### config.mk
export PLATFORM = sky130hd
export DESIGN_NAME = ppsc_top
export DESIGN_NICKNAME = d
export VERILOG_FILES = /design/src/rtl/ppsc_pkg.sv /design/src/rtl/ppsc_sync.sv /design/src/rtl/ppsc_task_engine.sv /design/src/rtl/ppsc_top.sv
export VERILOG_INCLUDE_DIRS = /design/src /design/src/rtl
export SDC_FILE = /design/constraint.sdc
export NUM_CORES = 1
export LEC_CHECK = 0
export BUFFER_PORTS_ARGS = -buffer_cell sky130_fd_sc_hd__buf_2
export CAP_MARGIN = 15
export CORE_MARGIN = 1
export CORE_UTILIZATION = 49
export CTS_CLUSTER_DIAMETER = 150
export CTS_CLUSTER_SIZE = 10
export DETAILED_ROUTE_END_ITERATION = 10
export PLACE_DENSITY = 0.78
export REMOVE_ABC_BUFFERS = 1
export SLEW_MARGIN = 20
export SYNTH_ARGS = -nofsm -noshare
export SYNTH_HDL_FRONTEND = slang
export SYNTH_SLANG_ARGS = --single-unit
### constraint.sdc
create_clock -name clk -period 3.6 [get_ports clk]
set_clock_uncertainty 0.2 [all_clocks]
set_input_delay 0.54 -clock clk [delete_from_list [all_inputs] [get_ports clk]]
set_output_delay 0.54 -clock clk [all_outputs]
set_load 0.005 [all_outputs]
### src/rtl/ppsc_map.svh
// offsets, codes and timing counts of the platform power-state controller
`ifndef PPSC_MAP_SVH
`define PPSC_MAP_SVH

`define PPSC_CLK_MHZ 100
`define PPSC_CLK_PERIOD_NS 10

// power button hold time before the press is passed on to the host
`define PPSC_BTN_HOLD_MS 4
`define PPSC_BTN_HOLD_CYCLES (`PPSC_BTN_HOLD_MS * 1000 * `PPSC_CLK_MHZ)

`define PPSC_RAIL_W 8
`define PPSC_LIST_W 3
`define PPSC_STEP_W 4

// task list identifiers
`define PPSC_LIST_COLD_BOOT 3'h0
`define PPSC_LIST_COLD_OFF 3'h1
`define PPSC_LIST_SHALLOW_ENTRY 3'h2
`define PPSC_LIST_SHALLOW_EXIT 3'h3
`define PPSC_LIST_SLEEP_ENTRY 3'h4
`define PPSC_LIST_SLEEP_EXIT 3'h5
`define PPSC_LIST_DEEP_ENTRY 3'h6

// task list lengths in steps, one step per clock
`define PPSC_LEN_COLD_BOOT 4'h8
`define PPSC_LEN_COLD_OFF 4'h6
`define PPSC_LEN_SHALLOW_ENTRY 4'h3
`define PPSC_LEN_SHALLOW_EXIT 4'h3
`define PPSC_LEN_SLEEP_ENTRY 4'h4
`define PPSC_LEN_SLEEP_EXIT 4'h4
`define PPSC_LEN_DEEP_ENTRY 4'h5

// synchroniser bit positions
`define PPSC_SB_BTN_N 0
`define PPSC_SB_ENABLE 1
`define PPSC_SB_PLTRST_N 2
`define PPSC_SB_SHALLOW_N 3
`define PPSC_SB_SLEEP_N 4
`define PPSC_SB_DEEP_N 5
`define PPSC_SB_SUSP_ACK 6
`define PPSC_SB_ABOVE_RISE 7
`define PPSC_SB_BELOW_FALL 8
`define PPSC_SB_W 9
// idle level of each synchronised input after reset
`define PPSC_SB_INIT 9'h03d

`endif

### src/rtl/ppsc_pkg.sv
// types of the platform power-state controller
package ppsc_pkg;

    typedef enum logic [5:0] {
        PS_FULL_OFF = 6'h01,
        PS_STBY_OFF = 6'h02,
        PS_RUNNING = 6'h04,
        PS_SHALLOW = 6'h08,
        PS_SLEEP = 6'h10,
        PS_DEEP = 6'h20
    } ppsc_state_type;

endpackage

### src/rtl/ppsc_sync.sv
// two-stage synchroniser for the asynchronous sideband inputs
`timescale 1ns/1ns
module ppsc_sync #(
    parameter int WIDTH = 9,
    parameter logic [WIDTH-1:0] INIT = '0
) (
    input wire logic clk, // clock
    input wire logic rstn, // async reset, active low
    input wire logic [WIDTH-1:0] async_in, // raw inputs
    output logic [WIDTH-1:0] sync_out // synchronised inputs
);
    logic [WIDTH-1:0] stage1_reg;

    genvar i;
    generate
        for (i = 0; i < WIDTH; i = i + 1) begin : g_bit
            always_ff @(posedge clk or negedge rstn) begin
                if (!rstn) begin
                    stage1_reg[i] <= INIT[i];
                    sync_out[i] <= INIT[i];
                end else begin
                    stage1_reg[i] <= async_in[i];
                    sync_out[i] <= stage1_reg[i];
                end
            end
        end
    endgenerate
endmodule

### src/rtl/ppsc_task_engine.sv
// task list sequencer: idle until started, steps through one list, idles
`timescale 1ns/1ns
`include "ppsc_map.svh"
module ppsc_task_engine (
    input wire logic clk, // clock
    input wire logic rstn, // async reset, active low
    input wire logic start, // one-cycle start pulse
    input wire logic [`PPSC_LIST_W-1:0] list_in, // list to run
    input wire logic abort, // stop at once, no further steps
    output logic busy_reg, // a list is running
    output logic [`PPSC_LIST_W-1:0] list_reg, // list being run
    output logic [`PPSC_STEP_W-1:0] step_reg, // current step
    output logic done_reg // one-cycle pulse after the last step
);
    logic [`PPSC_STEP_W-1:0] last_step;

    always_comb case (list_reg)
        `PPSC_LIST_COLD_BOOT: last_step = `PPSC_LEN_COLD_BOOT - 4'h1;
        `PPSC_LIST_COLD_OFF: last_step = `PPSC_LEN_COLD_OFF - 4'h1;
        `PPSC_LIST_SHALLOW_ENTRY: last_step = `PPSC_LEN_SHALLOW_ENTRY - 4'h1;
        `PPSC_LIST_SHALLOW_EXIT: last_step = `PPSC_LEN_SHALLOW_EXIT - 4'h1;
        `PPSC_LIST_SLEEP_ENTRY: last_step = `PPSC_LEN_SLEEP_ENTRY - 4'h1;
        `PPSC_LIST_SLEEP_EXIT: last_step = `PPSC_LEN_SLEEP_EXIT - 4'h1;
        default: last_step = `PPSC_LEN_DEEP_ENTRY - 4'h1;
    endcase

    always_ff @(posedge clk or negedge rstn) begin
        if (!rstn) begin
            busy_reg <= 1'b0;
            list_reg <= `PPSC_LIST_COLD_BOOT;
            step_reg <= 4'h0;
            done_reg <= 1'b0;
        end else begin
            done_reg <= 1'b0;
            if (abort) begin
                busy_reg <= 1'b0;
                step_reg <= 4'h0;
            end else if (!busy_reg && start) begin
                busy_reg <= 1'b1;
                list_reg <= list_in;
                step_reg <= 4'h0;
            end else if (busy_reg) begin
                if (step_reg == last_step) begin
                    busy_reg <= 1'b0;
                    done_reg <= 1'b1;
                    step_reg <= 4'h0;
                end else begin
                    step_reg <= step_reg + 4'h1;
                end
            end
        end
    end
endmodule

### src/rtl/ppsc_top.sv
// platform power-state controller: six states, sideband and task lists
// Notes on behaviour
// - supply valid once above rising threshold
// - supply invalid once below falling threshold
// - supply validity moves full-off to standby-off
// - six states with own reset, power-good levels
// - running: rails up, reset released, power-good
// - sleep, deep sleep: reset held, power-good low
// - shallow: reset released, slow thermal sampling
// - full-off: nothing active, left on valid supply
// - supply valid from full-off: standby, map reset
// - standby-off waits for button or enable
// - supply loss forces full-off, logic defaults
// - button or enable boots cold into deep
// - host commands act in running state
// - thermal critical: rails off, standby, no list
// - other critical: run cold-off list in running, shallow and sleep
// - held button passed to host
// - shallow request low: entry list, shallow
// - each standby state has own entry list
// - shallow: power-save, buses and registers kept
// - shallow request high: exit list, running
// - task engine idle, runs list, returns idle
`timescale 1ns/1ns
`include "ppsc_map.svh"
module ppsc_top #(
    parameter int RAIL_W = `PPSC_RAIL_W,
    parameter int BTN_HOLD_CYCLES = `PPSC_BTN_HOLD_CYCLES
) (
    input wire logic clk, // 100 MHz controller clock
    input wire logic rstn, // async reset, active low
    input wire logic supply_above_rise, // main supply over rising threshold
    input wire logic supply_below_fall, // main supply under falling threshold
    input wire logic power_button_in_n, // power button, low when pressed
    input wire logic external_enable_in, // external enable
    input wire logic platform_reset_n_in, // platform reset pin level
    input wire logic shallow_sleep_req_n, // shallow sleep request
    input wire logic sleep_req_n, // sleep request
    input wire logic deep_sleep_req_n, // deep sleep request
    input wire logic suspend_powerdown_ack, // host power-down acknowledge
    input wire logic thermal_crit, // thermal critical event
    input wire logic nonthermal_crit, // other critical event
    input wire logic rail_cmd_valid, // host rail command strobe
    input wire logic [RAIL_W-1:0] rail_cmd, // default-off rail enables
    output logic platform_reset_n_out, // reset pin drive level
    output logic platform_reset_n_oe, // reset pin driven low
    output logic core_power_good, // core power-good
    output logic host_rails_on, // host rails in regulation
    output logic [RAIL_W-1:0] default_off_rails, // software rails
    output logic power_save_mode, // regulators in power-save mode
    output logic bus_enable, // serial bus and voltage link active
    output logic bus_reset, // pulse: reset bus and voltage link
    output logic regmap_reset, // pulse: register map to defaults
    output logic logic_defaults_reset, // pulse: standby logic defaults
    output logic thermal_mon_enable, // thermal monitor running
    output logic thermal_mon_standby, // thermal monitor slow sampling
    output logic button_to_host_n, // button level passed to host
    output logic supply_valid, // main supply judged valid
    output logic task_busy, // a task list runs
    output logic [`PPSC_LIST_W-1:0] task_list, // list running
    output logic [`PPSC_STEP_W-1:0] task_step, // step within list
    output logic task_done, // pulse after last step
    output logic [5:0] power_state // one-hot platform state
);
    logic [`PPSC_SB_W-1:0] sb;
    logic btn_prev_reg;
    logic en_prev_reg;
    logic pltrst_prev_reg;
    logic [31:0] hold_cnt_reg;
    logic btn_held_reg;
    logic supply_valid_reg;
    ppsc_pkg::ppsc_state_type state_reg;
    ppsc_pkg::ppsc_state_type state_next;
    ppsc_pkg::ppsc_state_type target_reg;
    logic start_next;
    logic [`PPSC_LIST_W-1:0] list_next;
    ppsc_pkg::ppsc_state_type target_next;
    logic engine_abort;
    logic btn_pressed;
    logic btn_press_edge;
    logic en_rise_edge;
    logic warm_reset_edge;
    logic supply_lost;
    logic supply_gained;
    logic thermal_shut;

    ppsc_sync #(
        .WIDTH(`PPSC_SB_W),
        .INIT(`PPSC_SB_INIT)
    ) u_sync (
        .clk(clk),
        .rstn(rstn),
        .async_in({supply_below_fall, supply_above_rise,
                   suspend_powerdown_ack, deep_sleep_req_n, sleep_req_n,
                   shallow_sleep_req_n, platform_reset_n_in,
                   external_enable_in, power_button_in_n}),
        .sync_out(sb)
    );

    ppsc_task_engine u_engine (
        .clk(clk),
        .rstn(rstn),
        .start(start_next),
        .list_in(list_next),
        .abort(engine_abort),
        .busy_reg(task_busy),
        .list_reg(task_list),
        .step_reg(task_step),
        .done_reg(task_done)
    );

    // hysteresis lives in the comparator; here the flag only latches it
    always_ff @(posedge clk or negedge rstn) begin
        if (!rstn) begin
            supply_valid_reg <= 1'b0;
        end else if (sb[`PPSC_SB_BELOW_FALL]) begin
            supply_valid_reg <= 1'b0;
        end else if (sb[`PPSC_SB_ABOVE_RISE]) begin
            supply_valid_reg <= 1'b1;
        end
    end

    always_ff @(posedge clk or negedge rstn) begin
        if (!rstn) begin
            btn_prev_reg <= 1'b1;
            en_prev_reg <= 1'b0;
            pltrst_prev_reg <= 1'b1;
        end else begin
            btn_prev_reg <= sb[`PPSC_SB_BTN_N];
            en_prev_reg <= sb[`PPSC_SB_ENABLE];
            pltrst_prev_reg <= sb[`PPSC_SB_PLTRST_N];
        end
    end

    assign btn_pressed = !sb[`PPSC_SB_BTN_N];
    assign btn_press_edge = btn_prev_reg && !sb[`PPSC_SB_BTN_N];
    assign en_rise_edge = !en_prev_reg && sb[`PPSC_SB_ENABLE];
    // the pin reads low in sleep states because we drive it; only count it
    // as a warm reset while released in running
    assign warm_reset_edge = (state_reg == ppsc_pkg::PS_RUNNING) &&
                             pltrst_prev_reg && !sb[`PPSC_SB_PLTRST_N];
    assign supply_lost = (state_reg != ppsc_pkg::PS_FULL_OFF) &&
                         !supply_valid_reg;
    assign supply_gained = (state_reg == ppsc_pkg::PS_FULL_OFF) &&
                           supply_valid_reg;
    assign thermal_shut = thermal_crit &&
                          (state_reg != ppsc_pkg::PS_FULL_OFF) &&
                          (state_reg != ppsc_pkg::PS_STBY_OFF);
    assign engine_abort = supply_lost || thermal_shut;

    // button hold timer runs in every state but full-off and standby-off
    always_ff @(posedge clk or negedge rstn) begin
        if (!rstn) begin
            hold_cnt_reg <= 32'h0;
            btn_held_reg <= 1'b0;
        end else if (!btn_pressed || state_reg == ppsc_pkg::PS_FULL_OFF ||
                     state_reg == ppsc_pkg::PS_STBY_OFF) begin
            hold_cnt_reg <= 32'h0;
            btn_held_reg <= 1'b0;
        end else if (hold_cnt_reg >= 32'(BTN_HOLD_CYCLES - 1)) begin
            btn_held_reg <= 1'b1;
        end else begin
            hold_cnt_reg <= hold_cnt_reg + 32'h1;
        end
    end

    // next-state choice; list-driven moves complete on the engine's done
    always_comb begin
        state_next = state_reg;
        start_next = 1'b0;
        list_next = `PPSC_LIST_COLD_BOOT;
        target_next = target_reg;
        if (supply_gained) begin
            state_next = ppsc_pkg::PS_STBY_OFF;
        end else if (supply_lost) begin
            state_next = ppsc_pkg::PS_FULL_OFF;
        end else if (thermal_shut) begin
            state_next = ppsc_pkg::PS_STBY_OFF;
        end else if (task_done) begin
            state_next = target_reg;
        end else if (!task_busy) begin
            case (state_reg)
                ppsc_pkg::PS_FULL_OFF: begin
                    state_next = state_reg;
                end
                ppsc_pkg::PS_STBY_OFF: begin
                    if (btn_press_edge || en_rise_edge) begin
                        start_next = 1'b1;
                        list_next = `PPSC_LIST_COLD_BOOT;
                        target_next = ppsc_pkg::PS_DEEP;
                    end
                end
                ppsc_pkg::PS_RUNNING: begin
                    if (nonthermal_crit) begin
                        start_next = 1'b1;
                        list_next = `PPSC_LIST_COLD_OFF;
                        target_next = ppsc_pkg::PS_STBY_OFF;
                    end else if (!sb[`PPSC_SB_SHALLOW_N]) begin
                        start_next = 1'b1;
                        list_next = `PPSC_LIST_SHALLOW_ENTRY;
                        target_next = ppsc_pkg::PS_SHALLOW;
                    end else if (!sb[`PPSC_SB_SLEEP_N]) begin
                        start_next = 1'b1;
                        list_next = `PPSC_LIST_SLEEP_ENTRY;
                        target_next = ppsc_pkg::PS_SLEEP;
                    end
                end
                ppsc_pkg::PS_SHALLOW: begin
                    if (nonthermal_crit) begin
                        start_next = 1'b1;
                        list_next = `PPSC_LIST_COLD_OFF;
                        target_next = ppsc_pkg::PS_STBY_OFF;
                    end else if (sb[`PPSC_SB_SHALLOW_N]) begin
                        start_next = 1'b1;
                        list_next = `PPSC_LIST_SHALLOW_EXIT;
                        target_next = ppsc_pkg::PS_RUNNING;
                    end else if (!sb[`PPSC_SB_SLEEP_N]) begin
                        start_next = 1'b1;
                        list_next = `PPSC_LIST_SLEEP_ENTRY;
                        target_next = ppsc_pkg::PS_SLEEP;
                    end
                end
                ppsc_pkg::PS_SLEEP: begin
                    if (nonthermal_crit) begin
                        start_next = 1'b1;
                        list_next = `PPSC_LIST_COLD_OFF;
                        target_next = ppsc_pkg::PS_STBY_OFF;
                    end else if (!sb[`PPSC_SB_DEEP_N]) begin
                        start_next = 1'b1;
                        list_next = `PPSC_LIST_DEEP_ENTRY;
                        target_next = ppsc_pkg::PS_DEEP;
                    end else if (sb[`PPSC_SB_SLEEP_N]) begin
                        start_next = 1'b1;
                        list_next = `PPSC_LIST_SLEEP_EXIT;
                        target_next = ppsc_pkg::PS_RUNNING;
                    end
                end
                ppsc_pkg::PS_DEEP: begin
                    // deep exit lists are outside this block: step to sleep
                    if (sb[`PPSC_SB_SUSP_ACK]) begin
                        state_next = ppsc_pkg::PS_STBY_OFF;
                    end else if (sb[`PPSC_SB_DEEP_N]) begin
                        state_next = ppsc_pkg::PS_SLEEP;
                    end
                end
                default: begin
                    state_next = ppsc_pkg::PS_FULL_OFF;
                end
            endcase
        end
    end

    always_ff @(posedge clk or negedge rstn) begin
        if (!rstn) begin
            state_reg <= ppsc_pkg::PS_FULL_OFF;
            target_reg <= ppsc_pkg::PS_FULL_OFF;
        end else begin
            state_reg <= state_next;
            target_reg <= target_next;
        end
    end

    // sideband levels per state
    always_ff @(posedge clk or negedge rstn) begin
        if (!rstn) begin
            platform_reset_n_out <= 1'b0;
            platform_reset_n_oe <= 1'b1;
            core_power_good <= 1'b0;
            host_rails_on <= 1'b0;
            power_save_mode <= 1'b0;
            bus_enable <= 1'b0;
            thermal_mon_enable <= 1'b0;
            thermal_mon_standby <= 1'b0;
        end else begin
            platform_reset_n_out <= 1'b0;
            case (state_next)
                ppsc_pkg::PS_RUNNING: begin
                    platform_reset_n_oe <= 1'b0;
                    core_power_good <= 1'b1;
                    host_rails_on <= 1'b1;
                    power_save_mode <= 1'b0;
                    bus_enable <= 1'b1;
                    thermal_mon_enable <= 1'b1;
                    thermal_mon_standby <= 1'b0;
                end
                ppsc_pkg::PS_SHALLOW: begin
                    platform_reset_n_oe <= 1'b0;
                    core_power_good <= 1'b1;
                    host_rails_on <= 1'b1;
                    power_save_mode <= 1'b1;
                    bus_enable <= 1'b1;
                    thermal_mon_enable <= 1'b1;
                    thermal_mon_standby <= 1'b1;
                end
                ppsc_pkg::PS_SLEEP, ppsc_pkg::PS_DEEP: begin
                    platform_reset_n_oe <= 1'b1;
                    core_power_good <= 1'b0;
                    host_rails_on <= 1'b0;
                    power_save_mode <= 1'b1;
                    bus_enable <= 1'b0;
                    thermal_mon_enable <= 1'b0;
                    thermal_mon_standby <= 1'b0;
                end
                default: begin
                    // full-off and standby-off: all rails down, reset held
                    platform_reset_n_oe <= 1'b1;
                    core_power_good <= 1'b0;
                    host_rails_on <= 1'b0;
                    power_save_mode <= 1'b0;
                    bus_enable <= 1'b0;
                    thermal_mon_enable <= 1'b0;
                    thermal_mon_standby <= 1'b0;
                end
            endcase
        end
    end

    // software rails follow host commands only while running; they are
    // cleared whenever the host rails go down
    always_ff @(posedge clk or negedge rstn) begin
        if (!rstn) begin
            default_off_rails <= '0;
        end else if (state_next != ppsc_pkg::PS_RUNNING &&
                     state_next != ppsc_pkg::PS_SHALLOW) begin
            default_off_rails <= '0;
        end else if (rail_cmd_valid &&
                     state_reg == ppsc_pkg::PS_RUNNING) begin
            default_off_rails <= rail_cmd;
        end
    end

    always_ff @(posedge clk or negedge rstn) begin
        if (!rstn) begin
            bus_reset <= 1'b0;
            regmap_reset <= 1'b0;
            logic_defaults_reset <= 1'b0;
        end else begin
            bus_reset <= warm_reset_edge && !supply_lost;
            regmap_reset <= supply_gained;
            logic_defaults_reset <= supply_lost;
        end
    end

    always_ff @(posedge clk or negedge rstn) begin
        if (!rstn) begin
            button_to_host_n <= 1'b1;
            supply_valid <= 1'b0;
            power_state <= 6'h01;
        end else begin
            button_to_host_n <= !(btn_held_reg && btn_pressed);
            supply_valid <= supply_valid_reg;
            power_state <= state_next;
        end
    end
endmodule

==> summary.md <==
| Metric | Value |
|---|---|
| Post-CTS Resized | `0` |
| Seq cells post-synth | `93` |
| Crit path launch type | `flip-flop` |
| Post-DP Area | `4690 sq um` |
| Detailed placement HPWL | `slightly above 6000 microns` |
| Die outline width | `a little under 100 microns` |
| Drt via density | `between 5 and 6` |
| Worst Setup Slack, final | `approximately 620 ps` |
| Via Count | `roughly 3400` |
| Num CTS Buffers | `9` |
| Max Root-Sink Buffers | `2` |
| RSZ-0062 raised after global routing | `false` |
| H-tree Lvls | `3` |
| RR Startpoint | `power_state[2]$_DFF_PN0_` |
| Rows | `34` |
| Worst slew pin tran | `783 ps` |
| CP arrival | `roughly 3000 ps` |
| Pre-Repair DR Iteration Count | `4` |
| Setup TNS Final | `0 ps` |
| Syn. warnings | `0` |
| Status | `complete, no violations` |
| Post-cts hold buffer count | `0` |
| Final setup fails | `0` |
| Synthesized area | `4380 sq um` |
| Core footprint | `just under 9000 sq um` |
| Port bufs | `between 50 and 60` |
| Gp weighted congestion | `between 0.9 and 1` |
| First-pass GRT wire length | `between 10000 and 15000 microns` |
| Netlist cell types | `70` |
| Post-CTS Setup Repair Bufs | `0` |
| Worst setup EP type | `flip-flop` |
| Grt ovf | `0` |
| Fin crit share | `82.7%` |
| Final wirelength | `8830 microns` |
| Routed Antenna Nets | `0` |
| Worst reg2reg setup slack | `620 ps` |
| Initial antenna violation count | `0` |
| Share of cells above drive strength 1 | `a little under a quarter` |
| Crit path kind | `reg2reg` |
| DRT iter0 DRCs | `162` |
| HP Class | `in2async` |
| Async SR Flop Fraction | `between 90% and 100%` |
| Max-slew headroom | `around 48%` |
| Num Clock Sinks | `93` |
| Seq/Total Area, Yosys | `53.6%` |
| Fmax | `around 0.34 GHz` |
| Max-Cap Viols | `0` |
| R2R Path End | `default_off_rails[6]$_DFFE_PN0P_` |
| WP data required | `~3700 ps` |
| Worst path cell trace | `nor4_2, and3b_1, or4_4, a221o_1, nor4_2, nand3_2, a21oi_1` |
| I/O pin count | `58` |
| # nets final | `between 400 and 500` |
| Inst Count DP | `between 500 and 600` |
| CP most frequent cell | `nor4_2` |
| Clock latency on the worst-skew pair | `360 ps` |
| Clock Root Buffer | `clkbuf_8` |
| Ant diodes | `0` |
| Full die area | `9310 sq um` |
| Min Hold Slack | `around 56 ps` |
| Initial core utilization | `between 50% and 60%` |
| Worst VDD drop | `188 uV` |
| Mapped Avg Cell Area | `about 10 sq um` |
| Critical Path Max Stage Delay | `660 ps` |
| Drc violations | `0` |
| Post-placement setup slack | `about 640 ps` |
| Final hold vios | `0` |
| P&R area growth vs syn | `11.4%` |
| CTS tree | `done` |
| Tmin final | `2980 ps` |
| Max reg flops | `32` |
| Synthesized instance count | `between 400 and 500` |
| CP top delay family | `simple AND/OR/NAND/NOR gates` |
| Top_reg_cell synth | `dfrtp_1` |
| Leakage | `roughly 2.2 nW` |
| Chip height | `between 90 and 100 microns` |
| Post-synth EDFFs | `0` |
| R2R cell count | `7` |
| Largest net degree at the start of global routing | `67` |
| Vias in the first global route | `roughly 3100` |
| Wire length per cell | `15.3 microns` |
| Cell area after layout | `roughly 4900 sq um` |
| Worst-path clk slew | `90 ps` |
| Layout Cells excl Fill | `a little under 600` |
| Crit-path slowest cell | `dfrtp_1` |
| Pwr dens | `between 400 and 500 nW/um^2` |
| Buf+Inv Stages, Crit Path | `0` |
| Total GRT Usage | `between 20% and 30%` |
| CP Max Fanout | `12` |
| Final slew viol count | `0` |
layer usage:
metal	GRT usage (%)	wire [microns]	up-vias
li1	-	-	1596
met5	0	0	-
met3	4.77	469	16
met4	8.21	170	0
met1	25.6	3960	1673
met2	33.1	4230	86
report_power, final:
| part | switching (W) | internal, W |
|---|---|---|
| registers | 0.0000965 | 0.00112 |
| clock network | 0.000368 | 0.000257 |
| logic | 0.000300 | 0.000202 |
worst reg2reg max path, cell delays in order, from the launching register on:
cell	delay (ps)
dfrtp_1	660
nor4_2	170
and3b_1	250
or4_4	560
a221o_1	380
nor4_2	210
nand3_2	280
a21oi_1	200
layout by cell type (no fill, tap or decap), types with 3 or more instances in the layout:
cell type and n:
dfrtp_1 77, buf_2 55, nand2_1 32, a21oi_1 31
nor2_1 29, nand3_1 22, and2_1 18, inv_1 16
dfstp_2 16, o31ai_1 11, or4_1 10, nor2b_1 9
clkbuf_8 9, xnor2_1 8, o21ai_0 7, nor4_1 6
nand3b_1 6, a21o_1 6, nand4_1 5, xor2_1 5
nor3_1 5, mux2i_1 5, o21ai_1 4, a22o_1 4
a31oi_1 4, buf_4 4, nor4_2 3, a2111oi_0 3
or3_1 3, ha_1 3
worst max path at each step:
stage / start / depth (start not counted) / slack [ps] / to
2_1_floorplan: power_state[4]$_DFF_PN0_ / 6 / 890 / u_engine.list_reg[2]$_DFFE_PN0P_
3_3_place_gp: power_state[0]$_DFF_PN1_ / 7 / 760 / default_off_rails[7]$_DFFE_PN0P_
3_5_place_dp: power_state[1]$_DFF_PN0_ / 7 / 640 / default_off_rails[1]$_DFFE_PN0P_
4_1_cts: power_state[2]$_DFF_PN0_ / 7 / 630 / default_off_rails[1]$_DFFE_PN0P_
5_1_grt: power_state[1]$_DFF_PN0_ / 7 / 430 / default_off_rails[3]$_DFFE_PN0P_
6_report: power_state[2]$_DFF_PN0_ / 7 / 620 / default_off_rails[6]$_DFFE_PN0P_
area by class of cell:
class	instances	area, sq um
fill	775	3800
clock buffer	10	128
timing repair buffer	59	305
multi-input combinational	284	1840
tap	108	135
sequential	93	2350
clock inverter	6	47.5
inverter	18	67.6
through the flow:
step	power (W)	utilization, %
global route	0.00247	56.2
floorplan	0.00157	-
finish	0.00235	56.2
detailed placement	0.00173	54.1
CTS	0.00237	56.1
global placement	0.00172	54.1
logic make-up after synthesis:
| family | synth area share [%] |
|---|---|
| and+or+nand+nor | 21.4 |
| xor gates and xnor gates | 2.60 |
| adders and majority gates | 0.858 |
| muxes | 1.40 |
| DFF | 53.6 |
| buffers and inverters | 4.32 |
| AOI/OAI and AO/OA | 15.7 |
| other | 0.0857 |
cells in the mapped netlist (7+ instances only):
| master | count | share of area (%) |
|---|---|---|
| xnor2_1 | 8 | 1.6 |
| dfrtp_1 | 77 | 44 |
| inv_1 | 16 | 1.4 |
| nor2_1 | 29 | 2.5 |
| a21oi_1 | 32 | 3.7 |
| o31ai_1 | 11 | 1.9 |
| nor2b_1 | 9 | 1.3 |
| o21ai_0 | 7 | 0.80 |
| clkbuf_1 | 11 | 0.94 |
| and2_1 | 18 | 2.6 |
| nand3_1 | 22 | 2.5 |
| or4_1 | 10 | 1.7 |
| nand2_1 | 32 | 2.7 |
| dfstp_2 | 16 | 9.6 |
(Power assumes the default switching activity.)
